**src/hw/sram_ctl_pkg.sv**
```systemverilog
// package: pin timing counts and request and pin-control carriers for the static memory controller
package sram_ctl_pkg;
  localparam int ADDR_W = 17;
  localparam int DATA_W = 8;
  localparam int CLK_PERIOD_NS = 40;
  // device timing in ns, fastest grade
  localparam int T_WRITE_PULSE_NS = 10;
  localparam int T_ACCESS_NS = 10;
  localparam int T_OUT_OFF_NS = 7;
  localparam int T_RECOVERY_NS = 15;
  localparam int T_DESEL_RET_NS = 0;
  // cycle counts, minimums rounded up, at least one cycle; read count has two more for the synchroniser
  localparam int WR_CYC_RAW = (T_WRITE_PULSE_NS + CLK_PERIOD_NS - 1) / CLK_PERIOD_NS;
  localparam int WR_CYC = (WR_CYC_RAW < 1) ? 1 : WR_CYC_RAW;
  localparam int RD_CYC_RAW = (T_ACCESS_NS + CLK_PERIOD_NS - 1) / CLK_PERIOD_NS;
  localparam int RD_CYC = ((RD_CYC_RAW < 1) ? 1 : RD_CYC_RAW) + 2;
  localparam int TURN_CYC_RAW = (T_OUT_OFF_NS + CLK_PERIOD_NS - 1) / CLK_PERIOD_NS;
  localparam int TURN_CYC = (TURN_CYC_RAW < 1) ? 1 : TURN_CYC_RAW;
  localparam int REC_CYC_RAW = (T_RECOVERY_NS + CLK_PERIOD_NS - 1) / CLK_PERIOD_NS;
  localparam int REC_CYC = (REC_CYC_RAW < 1) ? 1 : REC_CYC_RAW;
  localparam int DESEL_CYC_RAW = (T_DESEL_RET_NS + CLK_PERIOD_NS - 1) / CLK_PERIOD_NS;
  localparam int DESEL_CYC = (DESEL_CYC_RAW < 1) ? 1 : DESEL_CYC_RAW;
  localparam int CNT_W = 4;
  localparam logic [CNT_W-1:0] CNT_ZERO = 4'h0;

  typedef struct packed {
    logic write;
    logic [ADDR_W-1:0] addr;
    logic [DATA_W-1:0] wdata;
  } mem_req_t;

  typedef struct packed {
    logic sel_n;
    logic oe_n;
    logic we_n;
  } mem_ctl_t;

  typedef enum logic [6:0] {
    ST_IDLE = 7'h01,
    ST_RD_ADDR = 7'h02,
    ST_RD_WAIT = 7'h04,
    ST_WR_SETUP = 7'h08,
    ST_WR_PULSE = 7'h10,
    ST_WR_END = 7'h20,
    ST_RETAIN = 7'h40
  } ctl_state_t;
endpackage

```
**src/hw/sram_pin_sync.sv**
```systemverilog
// two flip-flop synchroniser for pin inputs
`timescale 1ns/10ps
module sram_pin_sync
  import sram_ctl_pkg::*;
#(
  parameter int WIDTH = 8
) (
  input wire logic i_clk,
  input wire logic i_arst_n,
  input wire logic [WIDTH-1:0] i_async,
  output logic [WIDTH-1:0] o_sync
);
  logic [WIDTH-1:0] meta_reg;

  always_ff @(posedge i_clk or negedge i_arst_n) begin
    if (!i_arst_n) begin
      meta_reg <= '0;
      o_sync <= '0;
    end else begin
      meta_reg <= i_async;
      o_sync <= meta_reg;
    end
  end
endmodule

```
**src/hw/sram_ctl.sv**
```systemverilog
// host-side controller for a 128K x 8 asynchronous static memory
// Operation
// - select and write strobe low writes data-line byte to addressed location.
// - write lasts only while select and strobe both low; either ends it.
// - host times data setup and hold to the edge ending the write.
// - host does not drive data lines while device drives them.
// - host presents valid address no later than select falls for reads.
// - host deselects device before supply drops to retention level.
`timescale 1ns/10ps
module sram_ctl
  import sram_ctl_pkg::*;
(
  input wire logic I_CLK_SYS,
  input wire logic I_ARST_N,
  input wire logic i_req_valid,
  input wire logic i_req_write,
  input wire logic [ADDR_W-1:0] i_req_addr,
  input wire logic [DATA_W-1:0] i_req_wdata,
  input wire logic i_retain_req,
  output logic o_req_ready,
  output logic o_rd_valid,
  output logic [DATA_W-1:0] o_rd_data,
  output logic o_retain_ok,
  output logic [ADDR_W-1:0] o_mem_addr,
  output logic o_mem_sel_n,
  output logic o_mem_oe_n,
  output logic o_mem_we_n,
  input wire logic [DATA_W-1:0] i_mem_dq,
  output logic [DATA_W-1:0] o_mem_dq,
  output logic o_mem_dq_oe_n
);
  ctl_state_t state_reg;
  ctl_state_t state_next;
  mem_req_t req_in;
  mem_ctl_t ctl_next;
  logic [CNT_W-1:0] cnt_reg;
  logic [CNT_W-1:0] cnt_next;
  logic [CNT_W-1:0] turn_reg;
  logic [DATA_W-1:0] dq_sync;
  logic retain_sync_reg;
  logic drive_next;
  logic take_req;

  // data pins come from outside the clock domain
  sram_pin_sync #(.WIDTH(DATA_W)) u_dq_sync (
    .i_clk(I_CLK_SYS),
    .i_arst_n(I_ARST_N),
    .i_async(i_mem_dq),
    .o_sync(dq_sync)
  );

  assign req_in = {i_req_write, i_req_addr, i_req_wdata};
  assign take_req = (state_reg == ST_IDLE) && (state_next != ST_IDLE) && (state_next != ST_RETAIN);

  always_comb begin
    state_next = state_reg;
    cnt_next = (cnt_reg == CNT_ZERO) ? CNT_ZERO : cnt_reg - 4'h1;
    unique case (state_reg)
      ST_IDLE: begin
        if (i_retain_req) begin
          state_next = ST_RETAIN;
          cnt_next = CNT_W'(DESEL_CYC);
        end else if (i_req_valid && req_in.write && turn_reg == CNT_ZERO) begin
          state_next = ST_WR_SETUP;
        end else if (i_req_valid && !req_in.write) begin
          state_next = ST_RD_ADDR;
        end
      end
      ST_RD_ADDR: begin
        state_next = ST_RD_WAIT;
        cnt_next = CNT_W'(RD_CYC);
      end
      ST_RD_WAIT: begin
        if (cnt_reg == CNT_ZERO) begin
          state_next = ST_IDLE;
        end
      end
      ST_WR_SETUP: begin
        state_next = ST_WR_PULSE;
        cnt_next = CNT_W'(WR_CYC - 1);
      end
      ST_WR_PULSE: begin
        if (cnt_reg == CNT_ZERO) begin
          state_next = ST_WR_END;
        end
      end
      ST_WR_END: begin
        state_next = ST_IDLE;
      end
      ST_RETAIN: begin
        if (!i_retain_req) begin
          state_next = ST_IDLE;
        end
      end
    endcase
  end

  // pin controls per state; strobe and select only go low inside an access
  always_comb begin
    ctl_next = '{sel_n: 1'b1, oe_n: 1'b1, we_n: 1'b1};
    drive_next = 1'b0;
    unique case (state_next)
      ST_IDLE, ST_RETAIN: begin
        ctl_next = '{sel_n: 1'b1, oe_n: 1'b1, we_n: 1'b1};
      end
      ST_RD_ADDR, ST_RD_WAIT: begin
        ctl_next = '{sel_n: 1'b0, oe_n: 1'b0, we_n: 1'b1};
      end
      ST_WR_SETUP: begin
        ctl_next = '{sel_n: 1'b0, oe_n: 1'b1, we_n: 1'b1};
        drive_next = 1'b1;
      end
      ST_WR_PULSE: begin
        ctl_next = '{sel_n: 1'b0, oe_n: 1'b1, we_n: 1'b0};
        drive_next = 1'b1;
      end
      ST_WR_END: begin
        // strobe rises first, data held one cycle after the ending edge
        ctl_next = '{sel_n: 1'b0, oe_n: 1'b1, we_n: 1'b1};
        drive_next = 1'b1;
      end
    endcase
  end

  always_ff @(posedge I_CLK_SYS or negedge I_ARST_N) begin
    if (!I_ARST_N) begin
      state_reg <= ST_IDLE;
      cnt_reg <= CNT_ZERO;
    end else begin
      state_reg <= state_next;
      cnt_reg <= cnt_next;
    end
  end

  // request latch; address changes on the same edge that select falls
  always_ff @(posedge I_CLK_SYS or negedge I_ARST_N) begin
    if (!I_ARST_N) begin
      o_mem_addr <= '0;
    end else if (take_req) begin
      o_mem_addr <= req_in.addr;
    end
  end

  // write byte launched with the address, so it is long settled when the strobe rises
  always_ff @(posedge I_CLK_SYS or negedge I_ARST_N) begin
    if (!I_ARST_N) begin
      o_mem_dq <= '0;
    end else if (take_req) begin
      o_mem_dq <= req_in.wdata;
    end
  end

  always_ff @(posedge I_CLK_SYS or negedge I_ARST_N) begin
    if (!I_ARST_N) begin
      o_mem_sel_n <= 1'b1;
    end else begin
      o_mem_sel_n <= ctl_next.sel_n;
    end
  end

  always_ff @(posedge I_CLK_SYS or negedge I_ARST_N) begin
    if (!I_ARST_N) begin
      o_mem_oe_n <= 1'b1;
    end else begin
      o_mem_oe_n <= ctl_next.oe_n;
    end
  end

  always_ff @(posedge I_CLK_SYS or negedge I_ARST_N) begin
    if (!I_ARST_N) begin
      o_mem_we_n <= 1'b1;
    end else begin
      o_mem_we_n <= ctl_next.we_n;
    end
  end

  always_ff @(posedge I_CLK_SYS or negedge I_ARST_N) begin
    if (!I_ARST_N) begin
      o_mem_dq_oe_n <= 1'b1;
    end else begin
      o_mem_dq_oe_n <= !drive_next;
    end
  end

  // bus turnaround guard after a read so the device has released the lines
  always_ff @(posedge I_CLK_SYS or negedge I_ARST_N) begin
    if (!I_ARST_N) begin
      turn_reg <= CNT_ZERO;
    end else if (state_reg == ST_RD_WAIT) begin
      turn_reg <= CNT_W'(TURN_CYC);
    end else if (turn_reg != CNT_ZERO) begin
      turn_reg <= turn_reg - 4'h1;
    end
  end

  // read data taken after synchroniser latency; never-written bytes return whatever the array holds
  always_ff @(posedge I_CLK_SYS or negedge I_ARST_N) begin
    if (!I_ARST_N) begin
      o_rd_valid <= 1'b0;
      o_rd_data <= '0;
    end else begin
      o_rd_valid <= (state_reg == ST_RD_WAIT) && (cnt_reg == CNT_ZERO);
      if (state_reg == ST_RD_WAIT && cnt_reg == CNT_ZERO) begin
        o_rd_data <= dq_sync;
      end
    end
  end

  // retention wins over a waiting request, so ready drops as soon as it is asked for
  always_ff @(posedge I_CLK_SYS or negedge I_ARST_N) begin
    if (!I_ARST_N) begin
      o_req_ready <= 1'b0;
    end else begin
      o_req_ready <= (state_next == ST_IDLE) && !i_retain_req;
    end
  end

  always_ff @(posedge I_CLK_SYS or negedge I_ARST_N) begin
    if (!I_ARST_N) begin
      o_retain_ok <= 1'b0;
      retain_sync_reg <= 1'b0;
    end else begin
      retain_sync_reg <= (state_reg == ST_RETAIN) && (cnt_reg == CNT_ZERO);
      o_retain_ok <= retain_sync_reg && (state_reg == ST_RETAIN);
    end
  end
endmodule

```
**config.mk**
```make
export PLATFORM = sky130hd
export DESIGN_NAME = sram_ctl
export DESIGN_NICKNAME = d
export VERILOG_FILES = /design/src/hw/sram_ctl_pkg.sv /design/src/hw/sram_pin_sync.sv /design/src/hw/sram_ctl.sv
export SDC_FILE = /design/constraint.sdc
export NUM_CORES = 1
export LEC_CHECK = 0
export ABC_AREA = 1
export BUFFER_PORTS_ARGS = -buffer_cell sky130_fd_sc_hd__buf_4
export CORE_MARGIN = 3
export CORE_UTILIZATION = 50
export DETAILED_ROUTE_END_ITERATION = 16
export PLACE_DENSITY = 0.76
export SYNTH_ARGS = -nofsm -noshare
export SYNTH_HDL_FRONTEND = slang
export SYNTH_SLANG_ARGS = --single-unit
export TNS_END_PERCENT = 20
```
**constraint.sdc**
```tcl
create_clock -name I_CLK_SYS -period 5.6 [get_ports I_CLK_SYS]
set_input_delay 0.84 -clock I_CLK_SYS [delete_from_list [all_inputs] [get_ports I_CLK_SYS]]
set_output_delay 0.84 -clock I_CLK_SYS [all_outputs]
set_load 0.02 [all_outputs]
```
==> impl_metrics.env <==
export IMPL_tns_ns=0
export IMPL_finalCritPeriodShare_pct=46.7
export IMPL_worst_clock_skew_ns=0.0104
export IMPL_leakagePower_nw=2.03
export IMPL_routed_wl_um=6500
export IMPL_syn_area_per_cell_um2=9.55
export IMPL_synth_cell_types=30
export IMPL_power_density_mw_per_mm2=518
export IMPL_antenna_found_initial=0
export IMPL_antenna_cells=0
export IMPL_first_iter_violations=106
export IMPL_stdcell_count=476
export IMPL_cts_resized=0
export IMPL_overflow=0
export IMPL_start_util_pct=53.5
export IMPL_largest_reg_flops=17
export IMPL_post_cts_buffers=0
export IMPL_place_inst=460
export IMPL_io_pins=78
export IMPL_die_h_um=83.9
export IMPL_cts_sinks=72
export IMPL_clkSlewWorstSetupHoldPaths_ns=0.08
export IMPL_clkPwrFrac_pct=22.6
export IMPL_p_sw_mw=0.765
export IMPL_clock_path_buffers=2
export IMPL_cts_root_buf="clkbuf_8"
export IMPL_area_growth_pct=27.3
export IMPL_seq_area_frac_synth_pct=59.5
export IMPL_clock_fmax_mhz=383
export IMPL_grt_pass1_wl_um=11000
export IMPL_run_status="finished, final reports clean"
export IMPL_gp_congestion=0.855
export IMPL_syn_area_mm2=0.00304
export IMPL_rsz0062_at_grt="false"
export IMPL_slew_limit_headroom_pct=33.2
export IMPL_fp_dieArea_mm2=0.00704
export IMPL_drc=0
export IMPL_swShare_pct=38.2
export IMPL_final_nets=438
export IMPL_numCtsBuffers=9
export IMPL_ys_ff_latch=72
export IMPL_layout_drive_gt1_share_pct=35.6
export IMPL_port_buffers=77
export IMPL_vias_per_cell=4.96
export IMPL_cts_htree_levels=3
export IMPL_cap_violations=0
export IMPL_hold_buffers=0
export IMPL_timing_rr_start="state_reg[6]"
export IMPL_grt_max_degree=73
export IMPL_p_total_mw=2.00
export IMPL_cp_start_kind="flop"
export IMPL_regArea_mm2=0.00181
export IMPL_design_core_area_mm2=0.00568
export IMPL_syn_inst=318
export IMPL_synth_nets=357
export IMPL_crit_fanout=26
export IMPL_comb_power_share_pct=38.6
export IMPL_setup_viol=0
export IMPL_wl_per_cell_um=13.7
export IMPL_grt_pass1_vias=2334
export IMPL_clock_latency_ns=0.34
export IMPL_tightest_slew_ns=1.00
export IMPL_final_max_slew_viol_count=0
export IMPL_cts_tree="built"
export IMPL_n_fill_cell=439
export IMPL_dpl_hpwl_um=4620
export IMPL_peakVddDrop_uv=252
export IMPL_required_ns=5.82
export IMPL_min_from="u_dq_sync.meta_reg[1]"
export IMPL_regMostFlops="o_mem_addr"
export IMPL_multi_input_area_mm2=0.00105
export IMPL_seqPwrFrac_pct=38.8
export IMPL_crit_path_start="state_reg[6]"
export IMPL_die_w_um=83.9
export IMPL_dr_total_vias=2360
export IMPL_hp_class="reg -> reg"
export IMPL_critical_path_class="reg -> reg"
export IMPL_grt_use_total_pct=19.8
export IMPL_cp_end_kind="flop"
export IMPL_fp_row_count=27
export IMPL_hold_viol=0
export IMPL_period_needed_ns=2.61
export IMPL_critical_path_arrival_ns=2.83
export IMPL_first_pass_iters=4
export IMPL_internal_power_mw=1.24
export IMPL_detail_route_antenna_nets=0
export IMPL_yosys_warnings=0
[cells in the final DEF (no fill, tap or decap), drive strengths merged, types with 4 or more instances in the layout]
master / synthesis / routed
a21oi: 6 / 6
buf: 5 / 77
clkbuf: 2 / 11
dfrtp: 67 / 67
dfstp: 5 / 5
inv: 31 / 31
nand2: 110 / 110
nand3: 38 / 38
nor2: 34 / 34
nor3: 4 / 4
o21ai: 7 / 7
[synthesized netlist by cell type]
cell type	instances	area [µm²]
a21oi_1	5	25.0
a21oi_4	1	16.3
buf_1	1	3.75
buf_12	2	40.0
buf_2	2	10.0
clkbuf_1	2	7.51
clkinv_1	1	3.75
dfrtp_1	67	1680
dfstp_2	5	131
ha_1	1	12.5
inv_1	26	97.6
inv_2	5	18.8
nand2_1	84	315
nand2_2	24	150
nand2_4	2	22.5
nand2b_1	1	6.26
nand3_1	35	175
nand3_2	2	20.0
nand3_4	1	17.5
nand3b_1	1	7.51
nand4_2	1	12.5
nor2_1	24	90.1
nor2_2	7	43.8
nor2_4	3	33.8
nor3_1	3	15.0
nor3_4	1	16.3
nor4_1	1	6.26
o21ai_0	7	35.0
o311ai_0	1	8.76
xnor2_1	2	17.5
[final cells by class]
cell class | instances | area share, %
multi-input cells | 207 | 27.1
clock inverters | 5 | 2.07
flip-flops and latches | 72 | 46.8
clock buffers | 11 | 3.66
well taps | 72 | 2.33
repair buffers | 77 | 15.0
inverters | 32 | 3.11
[worst max-delay path: stages, from the launching register on]
cell and delay, ns:
dfrtp_1 0.42, nor2_2 0.16, nand2_2 0.12, nor4_1 0.29, inv_1 0.09, nor2_2 0.76
nand2_4 0.42, nand2_1 0.16, nand2_1 0.06
[logic make-up (layout without fill, tap and decap cells)]
logic type,Yosys count,after routing,synth area share (%)
simple gates,190,190,30.7
flops,72,72,59.5
buf+inv,39,125,5.97
compound gates,14,14,2.80
xor+xnor,2,2,0.577
fa+ha+maj,1,1,0.412
[routing by layer]
| metal | up-vias | share of wire, % | GRT usage (%) | wire length [µm] |
|---|---|---|---|---|
| met5 | - | 0 | 0 | 0 |
| met4 | 0 | 1.6 | 9.06 | 106 |
| met3 | 9 | 4.5 | 4.84 | 294 |
| met2 | 64 | 49 | 31.1 | 3210 |
| met1 | 1138 | 44 | 25.8 | 2890 |
| li1 | 1149 | - | - | - |
[power groups by stage]
stage,clock network (mW),logic [mW],registers [mW]
detailed placement,0,0.778,0.784
floorplan,0,0.379,0.902
global route,0.488,0.853,0.797
CTS,0.461,0.783,0.778
finish,0.452,0.773,0.778
global placement,0,0.753,0.783
[worst paths after layout]
path / endpoint / slack (ns) / cells after the start
setup / recovery: o_mem_dq[3] / 2.99 / 8
hold / removal: u_dq_sync.o_sync[1] / 0.35 / 0
setup reg to reg: o_mem_dq[3] / 2.99 / 8
hold reg to reg: u_dq_sync.o_sync[1] / 0.35 / 0
max in group asynchronous: o_mem_dq[2] / 4.40 / 1
min in group asynchronous: state_reg[1] / 0.61 / 1
[per-stage QoR]
stage                     utilization, %  hold slack, ns  area, µm²  setup WS, ns
after CTS                           68.1           0.352       3860          2.93
after detailed placement            64.2           0.335       3640          2.88
after floorplan                        -           0.331       3040          3.46
after global placement              64.2           0.335       3640          2.93
after global routing                68.1           0.357       3860          2.69
final                               68.1           0.351       3860          2.99
(Power assumes the default switching activity.)
